File: config.mk
export PLATFORM = sky130hd
export DESIGN_NAME = external_interrupt_detect
export DESIGN_NICKNAME = d
export VERILOG_FILES = /design/src/pkg/ext_int_pkg.sv /design/src/logic/external_interrupt_detect.sv
export SDC_FILE = /design/constraint.sdc
export NUM_CORES = 1
export LEC_CHECK = 0
export BUFFER_PORTS_ARGS = -buffer_cell sky130_fd_sc_hd__buf_2
export CORE_MARGIN = 2
export CORE_UTILIZATION = 55
export DETAILED_ROUTE_END_ITERATION = 8
export PLACE_DENSITY = 0.89
export SLEW_MARGIN = 20
export SYNTH_ARGS = -nofsm -noshare
export SYNTH_HDL_FRONTEND = slang
export SYNTH_SLANG_ARGS = --single-unit
File: constraint.sdc
create_clock -name clk_sys -period 3.9 [get_ports clk_sys]
set_input_delay 0.585 -clock clk_sys [delete_from_list [all_inputs] [get_ports clk_sys]]
set_output_delay 0.585 -clock clk_sys [all_outputs]
set_load 0.005 [all_outputs]
File: src/pkg/ext_int_pkg.sv
// constants for the external interrupt detect block
`default_nettype none

package ext_int_pkg;

  // ==========================================================
  // bus geometry
  localparam int unsigned ADDR_W          = 12;
  localparam int unsigned DATA_W          = 8;

  // ==========================================================
  // register byte addresses
  localparam logic [11:0] ENABLES_ADDR    = 12'hF77;
  localparam logic [11:0] CTRL1_ADDR      = 12'hFD8;
  localparam logic [11:0] STATUS_ADDR     = 12'hFE0;
  localparam logic [11:0] MASK_ADDR       = 12'hFE1;

  // ==========================================================
  // reset values and writable fields
  localparam logic [7:0]  ENABLES_RESET   = 8'h00;
  localparam logic [7:0]  ENABLES_WMASK   = 8'h3F;
  localparam logic [7:0]  CTRL1_RESET     = 8'h00;
  localparam logic [7:0]  STATUS_RESET    = 8'h00;
  localparam logic [7:0]  MASK_RESET      = 8'h00;

  // ==========================================================
  // field positions
  localparam int unsigned CH1_EN_BIT      = 1;
  localparam int unsigned RATE_LSB        = 0;
  localparam int unsigned TRIG_LSB        = 2;
  localparam int unsigned LEVEL_BIT       = 4;
  localparam int unsigned REQ1_BIT        = 0;

  // ==========================================================
  // field encodings
  localparam logic [1:0]  TRIG_RISE       = 2'h0;
  localparam logic [1:0]  TRIG_FALL       = 2'h1;
  localparam logic [1:0]  TRIG_BOTH       = 2'h2;
  localparam logic [1:0]  RATE_DIV1       = 2'h0;
  localparam logic [1:0]  RATE_DIV4       = 2'h1;
  localparam logic [1:0]  RATE_DIV8       = 2'h2;
  localparam logic [1:0]  RATE_DIV16      = 2'h3;

  // ==========================================================
  // filter timing
  localparam int unsigned GEAR_DIV_W      = 4;
  localparam logic [1:0]  SLOW_TICK_LAST  = 2'h3;
  localparam logic [1:0]  FILTER_SAMPLES  = 2'h3;

endpackage

`default_nettype wire

File: src/logic/external_interrupt_detect.sv
// external interrupt channel 1: filter, edge detect, latch, registers
//
// Added by the designer: strobed register access.
`default_nettype none

module external_interrupt_detect
  import ext_int_pkg::*;
(
  input  wire logic                          clk_sys,
  input  wire logic                          nrst,
  input  wire logic [ext_int_pkg::ADDR_W-1:0] addr,
  input  wire logic [ext_int_pkg::DATA_W-1:0] wdata,
  input  wire logic                          wr,
  input  wire logic                          rd,
  output var  logic [ext_int_pkg::DATA_W-1:0] rdata,
  input  wire logic                          ext_pin,
  input  wire logic                          mode_slow,
  input  wire logic                          lf_tick,
  input  wire logic                          int_ack,
  output var  logic                          irq
);
  import ext_int_pkg::*;

  // ==========================================================
  // state
  logic [7:0]            enables_reg;
  logic [7:0]            ctrl_reg;
  logic [7:0]            status_reg;
  logic [7:0]            status_next;
  logic [7:0]            mask_reg;
  logic [7:0]            rdata_reg;
  logic                  irq_reg;
  logic [GEAR_DIV_W-1:0] gear_cnt_reg;
  logic [1:0]            lf_cnt_reg;
  logic [1:0]            filt_cnt_reg;
  logic                  filt_level_reg;
  logic                  filt_prev_reg;
  logic                  level_flag_reg;
  logic                  ch_en;
  logic                  sample_en;
  logic                  rise;
  logic                  fall;
  logic                  req;
  logic [1:0]            trig;
  logic [1:0]            rate;

  assign ch_en = enables_reg[CH1_EN_BIT];
  assign trig  = ctrl_reg[TRIG_LSB +: 2];
  assign rate  = ctrl_reg[RATE_LSB +: 2];

  // ==========================================================
  // helpers
  function automatic logic gear_due(input logic [1:0]            r,
                                    input logic [GEAR_DIV_W-1:0] c);
    logic due;
    due = 1'b0;
    case (r)
      RATE_DIV1:  due = 1'b1;
      RATE_DIV4:  due = (c[1:0] == 2'h0);
      RATE_DIV8:  due = (c[2:0] == 3'h0);
      RATE_DIV16: due = (c == 4'h0);
      default:    due = 1'b0;
    endcase
    return due;
  endfunction

  function automatic logic is_hit(input logic [11:0] a,
                                  input logic [11:0] target);
    return a == target;
  endfunction

  // ==========================================================
  // sample rate dividers
  // the divider only runs with the channel enabled: this stands in for
  // the stopped channel clock, so it restarts from zero on enable
  always_ff @(posedge clk_sys) begin
    if (!nrst || !ch_en) begin
      gear_cnt_reg <= 4'h0;
    end else begin
      gear_cnt_reg <= gear_cnt_reg + 4'h1;
    end
  end

  always_ff @(posedge clk_sys) begin
    if (!nrst || !ch_en) begin
      lf_cnt_reg <= 2'h0;
    end else if (lf_tick) begin
      lf_cnt_reg <= lf_cnt_reg + 2'h1;
    end
  end

  always_comb begin
    if (!ch_en) begin
      sample_en = 1'b0;
    end else if (mode_slow) begin
      sample_en = lf_tick && (lf_cnt_reg == SLOW_TICK_LAST);
    end else begin
      sample_en = gear_due(rate, gear_cnt_reg);
    end
  end

  // ==========================================================
  // noise filter
  // a level must differ on FILTER_SAMPLES samples in a row; a matching
  // sample restarts the count, so short glitches never get through
  always_ff @(posedge clk_sys) begin
    if (!nrst || !ch_en) begin
      filt_cnt_reg   <= 2'h0;
      filt_level_reg <= 1'b0;
    end else if (sample_en) begin
      if (ext_pin == filt_level_reg) begin
        filt_cnt_reg <= 2'h0;
      end else if (filt_cnt_reg == FILTER_SAMPLES - 2'h1) begin
        filt_cnt_reg   <= 2'h0;
        filt_level_reg <= ext_pin;
      end else begin
        filt_cnt_reg <= filt_cnt_reg + 2'h1;
      end
    end
  end

  // ==========================================================
  // edge detection on the filtered level only
  always_ff @(posedge clk_sys) begin
    if (!nrst || !ch_en) begin
      filt_prev_reg <= 1'b0;
    end else begin
      filt_prev_reg <= filt_level_reg;
    end
  end

  assign rise = filt_level_reg && !filt_prev_reg;
  assign fall = !filt_level_reg && filt_prev_reg;

  always_comb begin
    req = 1'b0;
    case (trig)
      TRIG_RISE: req = rise;
      TRIG_FALL: req = fall;
      TRIG_BOTH: req = rise || fall;
      default:   req = 1'b0;
    endcase
  end

  always_ff @(posedge clk_sys) begin
    if (!nrst) begin
      level_flag_reg <= 1'b0;
    end else if (req) begin
      level_flag_reg <= filt_level_reg;
    end
  end

  // ==========================================================
  // configuration registers
  always_ff @(posedge clk_sys) begin
    if (!nrst) begin
      enables_reg <= ENABLES_RESET;
    end else if (wr && is_hit(addr, ENABLES_ADDR)) begin
      enables_reg <= wdata & ENABLES_WMASK;
    end
  end

  always_ff @(posedge clk_sys) begin
    if (!nrst) begin
      ctrl_reg <= CTRL1_RESET;
    end else if (wr && is_hit(addr, CTRL1_ADDR) && ch_en) begin
      ctrl_reg <= {4'h0, wdata[3:0]};
    end
  end

  always_ff @(posedge clk_sys) begin
    if (!nrst) begin
      mask_reg <= MASK_RESET;
    end else if (wr && is_hit(addr, MASK_ADDR)) begin
      mask_reg <= {7'h00, wdata[REQ1_BIT]};
    end
  end

  // ==========================================================
  // interrupt latch
  // a request in the same cycle as an accept or a clear wins
  always_comb begin
    status_next = status_reg;
    if (int_ack) begin
      status_next[REQ1_BIT] = 1'b0;
    end
    if (wr && is_hit(addr, STATUS_ADDR) && wdata[REQ1_BIT]) begin
      status_next[REQ1_BIT] = 1'b0;
    end
    if (req) begin
      status_next[REQ1_BIT] = 1'b1;
    end
  end

  always_ff @(posedge clk_sys) begin
    if (!nrst) begin
      status_reg <= STATUS_RESET;
    end else begin
      status_reg <= status_next;
    end
  end

  // irq follows the latch ANDed with the mask bit, with one cycle of lag
  always_ff @(posedge clk_sys) begin
    if (!nrst) begin
      irq_reg <= 1'b0;
    end else begin
      irq_reg <= |(status_reg & mask_reg);
    end
  end

  // ==========================================================
  // read port
  always_ff @(posedge clk_sys) begin
    if (!nrst || !rd) begin
      rdata_reg <= 8'h00;
    end else begin
      case (1'b1)
        is_hit(addr, ENABLES_ADDR): rdata_reg <= enables_reg;
        is_hit(addr, CTRL1_ADDR):
          rdata_reg <= {3'h0, level_flag_reg, ctrl_reg[3:0]};
        is_hit(addr, STATUS_ADDR):  rdata_reg <= status_reg;
        is_hit(addr, MASK_ADDR):    rdata_reg <= mask_reg;
        default:                    rdata_reg <= 8'h00;
      endcase
    end
  end

  assign rdata = rdata_reg;
  assign irq   = irq_reg;

  // ==========================================================
  // checks
  chk_filter_feeds_edge: assert property (
    @(posedge clk_sys) disable iff (!nrst)
    req |-> (filt_level_reg != filt_prev_reg))
    else $error("request without a filtered level change");

  chk_rise_sets_latch: assert property (
    @(posedge clk_sys) disable iff (!nrst)
    (ch_en && trig == TRIG_RISE && rise) |=> status_reg[REQ1_BIT])
    else $error("rising edge did not set the latch");

  chk_reserved_silent: assert property (
    @(posedge clk_sys) disable iff (!nrst)
    (trig == 2'h3 || (trig == TRIG_FALL && rise)) |-> !req)
    else $error("request under reserved or wrong trigger");

  chk_disabled_stopped: assert property (
    @(posedge clk_sys) disable iff (!nrst)
    !ch_en |-> !sample_en ##1 (gear_cnt_reg == 4'h0 && !filt_level_reg))
    else $error("disabled channel kept running");

  chk_ctrl_write_lock: assert property (
    @(posedge clk_sys) disable iff (!nrst)
    (wr && addr == CTRL1_ADDR && !ch_en) |=> $stable(ctrl_reg))
    else $error("control changed while channel disabled");

  chk_enables_top_zero: assert property (
    @(posedge clk_sys) disable iff (!nrst)
    (rd && addr == ENABLES_ADDR) |=> (rdata[7:6] == 2'h0))
    else $error("enable bits 7 and 6 not zero");

  chk_ctrl_top_zero: assert property (
    @(posedge clk_sys) disable iff (!nrst)
    (rd && addr == CTRL1_ADDR) |=> (rdata[7:5] == 3'h0))
    else $error("control bits 7 to 5 not zero");

  chk_level_capture: assert property (
    @(posedge clk_sys) disable iff (!nrst)
    req |=> (level_flag_reg == $past(filt_level_reg)))
    else $error("level flag does not match filtered level");

  chk_latch_holds: assert property (
    @(posedge clk_sys) disable iff (!nrst)
    (status_reg[REQ1_BIT] && !int_ack && !(wr && addr == STATUS_ADDR))
    |=> status_reg[REQ1_BIT])
    else $error("latch dropped without accept or clear");

  chk_slow_rate: assert property (
    @(posedge clk_sys) disable iff (!nrst)
    (mode_slow && sample_en) |-> (lf_tick && lf_cnt_reg == 2'h3))
    else $error("slow mode sampled off the quarter tick");

  chk_div4_rate: assert property (
    @(posedge clk_sys) disable iff (!nrst)
    (ch_en && !mode_slow && rate == RATE_DIV4 && sample_en)
    |=> !sample_en [*3])
    else $error("divide by four sampled too often");

  chk_filter_settle: assert property (
    @(posedge clk_sys) disable iff (!nrst)
    $changed(filt_level_reg) && ch_en && $past(ch_en)
    |-> ($past(filt_cnt_reg) == 2'h2 && $past(sample_en)))
    else $error("filter passed a level too early");

  chk_set_beats_clear: assert property (
    @(posedge clk_sys) disable iff (!nrst)
    req |=> status_reg[REQ1_BIT])
    else $error("request lost against accept or clear");

  chk_ack_clears: assert property (
    @(posedge clk_sys) disable iff (!nrst)
    (int_ack && !req) |=> !status_reg[REQ1_BIT])
    else $error("accept did not clear the latch");

  chk_irq_on_latch: assert property (
    @(posedge clk_sys) disable iff (!nrst)
    (status_reg[REQ1_BIT] && mask_reg[REQ1_BIT]) |=> irq)
    else $error("unmasked latch did not raise irq");

  chk_irq_off_latch: assert property (
    @(posedge clk_sys) disable iff (!nrst)
    !(status_reg[REQ1_BIT] && mask_reg[REQ1_BIT]) |=> !irq)
    else $error("irq high without an unmasked latch");

  chk_div1_every: assert property (
    @(posedge clk_sys) disable iff (!nrst)
    (ch_en && !mode_slow && rate == RATE_DIV1) |-> sample_en)
    else $error("full rate missed a sample");

  cov_rise_req: cover property (
    @(posedge clk_sys) disable iff (!nrst) (trig == TRIG_RISE && req));
  cov_both_req: cover property (
    @(posedge clk_sys) disable iff (!nrst) (trig == TRIG_BOTH && fall && req));
  cov_irq_ack: cover property (
    @(posedge clk_sys) disable iff (!nrst) (irq && int_ack));
  cov_slow_req: cover property (
    @(posedge clk_sys) disable iff (!nrst) (mode_slow && req));

endmodule

`default_nettype wire

==> results.sh <==
export IMPL_status="complete, no violations"
export IMPL_grt_max_degree=26
export IMPL_fin_crit_ps=2018
export IMPL_mostFrequentLayoutCells="buf_2, dfxtp_1, nand2_1"
export IMPL_ioPinCount=37
export IMPL_clk_pin_slew_worst_paths_ps=100
export IMPL_end_kind="flop"
export IMPL_cts_made_buffers=5
export IMPL_start_kind="flop"
export IMPL_setup_viol=0
export IMPL_wl_per_cell_um=12.87
export IMPL_layout_worst_path_cycle_share_pct=51.74
export IMPL_power_frac_seq_pct=57.3
export IMPL_io_buffers=32
export IMPL_utilization_pct=66.72
export IMPL_cts_tree="done"
export IMPL_core_area_mm2=0.002410
export IMPL_vias=1180
export IMPL_vdd_drop_max_v=0.0002621
export IMPL_grt_usage_pct=22.51
export IMPL_antenna_found_initial=0
export IMPL_grt_overflow=0
export IMPL_syn_inst=150
export IMPL_worst_path_buf_inv=1
export IMPL_synth_warnings=0
export IMPL_die_w_um=53.89
export IMPL_finalHoldViolCount=0
export IMPL_diodes=0
export IMPL_p_leak_nw=0.7634
export IMPL_postCtsSetupRepairBufs=0
export IMPL_first_pass_iters=4
export IMPL_synth_area_mm2=0.001369
export IMPL_yosysTopAreaCell="dfxtp_1"
export IMPL_detail_route_wirelength_um=2780
export IMPL_row_count=18
export IMPL_intPower_mw=0.4068
export IMPL_synth_top_cells_by_area="dfxtp_1, mux2i_1, nand2_1"
export IMPL_grt_pass1_vias=1094
export IMPL_clock_power_share_pct=36.8
export IMPL_ant_nets=0
export IMPL_fin_skew_ps=10.16
export IMPL_ctsHoldBuffers=0
export IMPL_crit_required_ps=4120
export IMPL_fin_total_pwr_mw=0.5337
export IMPL_clkSinkCount=30
export IMPL_relSlewSlack_pct=57.28
export IMPL_start_util_pct=56.80
export IMPL_dp_hpwl_um=2041
export IMPL_maxSlewViolCount=0
export IMPL_rsz0062_at_grt="false"
export IMPL_cp_slowest_cell="a222oi_1"
export IMPL_areaGrowthSynthToFinish_pct=17.46
export IMPL_grt_pass1_wl_um=4498
export IMPL_vias_per_cell=5.463
export IMPL_drt_iter0_drc=25
export IMPL_p_sw_share_pct=23.77
export IMPL_drc=0
export IMPL_worst_pin_slew_ps=640.8
export IMPL_comb_power_share_pct=5.9
export IMPL_cp_arrival_ps=2240
export IMPL_crit_path_max_fanout=4
export IMPL_yosysSeqAreaShare_pct=43.88
export IMPL_switchingPower_mw=0.1269
export IMPL_fmax_mhz=495.6
export IMPL_die_area_mm2=0.002904
export IMPL_slowest_delay_ps=610
export IMPL_crit_family="compound AO/OA/AOI/OAI gates"
export IMPL_cts_resized=0
export IMPL_htreeDepth=2
export IMPL_clockBufferDepth=2
export IMPL_path_class="flop to flop"
export IMPL_synth_cell_types=33
export IMPL_setup_tns_ps=0
export IMPL_netlist_area_leader_share_pct=43.88
export IMPL_final_common_cell="buf_2"
export IMPL_path_cells="inv_1 -> ha_1 -> a21bo_1 -> a222oi_1 -> nand4b_1 -> mux2_1"
export IMPL_gp_congestion=0.8626
export IMPL_hold_path_class="flop to flop"
export IMPL_maxCapViolCount=0
export IMPL_cts_root_buf="clkbuf_4"
export IMPL_syn_area_per_cell_um2=9.125
export IMPL_nets=218
export IMPL_synth_seq_cells=30
export IMPL_power_density_mw_per_mm2=331.9
export IMPL_clk_latency_ps=340
export IMPL_die_h_um=53.89
export IMPL_drive_gt1_share_pct=22.04
==> cells in the mapped netlist <==
library cell and n:
clkbuf_1 3, xor2_1 1, nand3_1 6, or2b_1 1, a21bo_1 1, nor2b_1 3, and2_1 1, nor3_1 2
or4bb_1 1, buf_4 2, a211o_1 1, dfxtp_1 30, nand4b_1 4, a21boi_0 1, inv_1 7, nor4_1 4
ha_1 5, a22o_1 5, nand4_1 1, mux2_1 1, nand2_1 23, a21oi_1 2, a221oi_1 1, o21ai_0 1
xnor2_1 3, nor2_1 14, conb_1 1, o211ai_1 1, or3b_2 1, and3_1 5, a222oi_1 1, nand2b_1 2
mux2i_1 15
==> cells by family after synthesis <==
group	count (synthesis)	synth area share, %
buffers and inverters	12	3.839
AO/OA/AOI/OAI	14	8.136
AND/OR/NAND/NOR	68	24.95
XOR/XNOR	4	2.560
adder cells (fa/ha/maj)	5	4.570
other	1	0.2740
flip-flops	30	43.88
multiplexers	16	11.79
==> layer usage <==
metal / track usage, % / routed length, µm
met1: 23.58 / 1210
met2: 37.80 / 1327
met3: 10.83 / 191
met4: 10.26 / 51
met5: 0 / 0
==> power groups by stage <==
| stage | clock network (mW) | logic, mW | registers [mW] |
|---|---|---|---|
| 2_1_floorplan | 0 | 0.0145 | 0.313 |
| 3_3_place_gp | 0 | 0.0297 | 0.313 |
| 3_5_place_dp | 0 | 0.0311 | 0.313 |
| 4_1_cts | 0.200 | 0.0311 | 0.306 |
| 5_1_grt | 0.216 | 0.0345 | 0.306 |
| 6_report | 0.196 | 0.0315 | 0.306 |
==> metrics by stage <==
stage,cell area (µm²),std cells,hold WS (ps),setup WS [ps]
2_1_floorplan,1373,151,429.6,2069
3_3_place_gp,1544,208,439.7,1854
3_5_place_dp,1544,208,452.5,1829
4_1_cts,1608,216,469.0,1895
5_1_grt,1608,216,482.9,1809
6_report,1608,216,465.1,1882
==> worst reg2reg max path, stage by stage (launching register included) <==
cell      delay [ps]
dfxtp_1          350
inv_1             60
ha_1             150
a21bo_1          200
a222oi_1         610
nand4b_1         180
mux2_1           350
==> final cells by class <==
class / instances / area, µm²
Inverter: 7 / 26.28
Clock buffer: 6 / 51.30
Sequential cell: 30 / 600.6
Timing Repair Buffer: 32 / 160.2
Clock inverter: 2 / 12.51
Tap cell: 30 / 37.54
Fill cell: 185 / 802.0
Multi-Input combinational cell: 109 / 719.4
==> final timing paths <==
path,startpoint,end,slack [ps],cells after the start
max,gear_cnt_reg[0],filt_level_reg,1880,6
min,enables_reg[5],enables_reg[5],470,2
max reg2reg,gear_cnt_reg[0],filt_level_reg,1880,6
min reg2reg,enables_reg[5],enables_reg[5],470,2
Note: power is estimated with default switching activity, not from simulation.
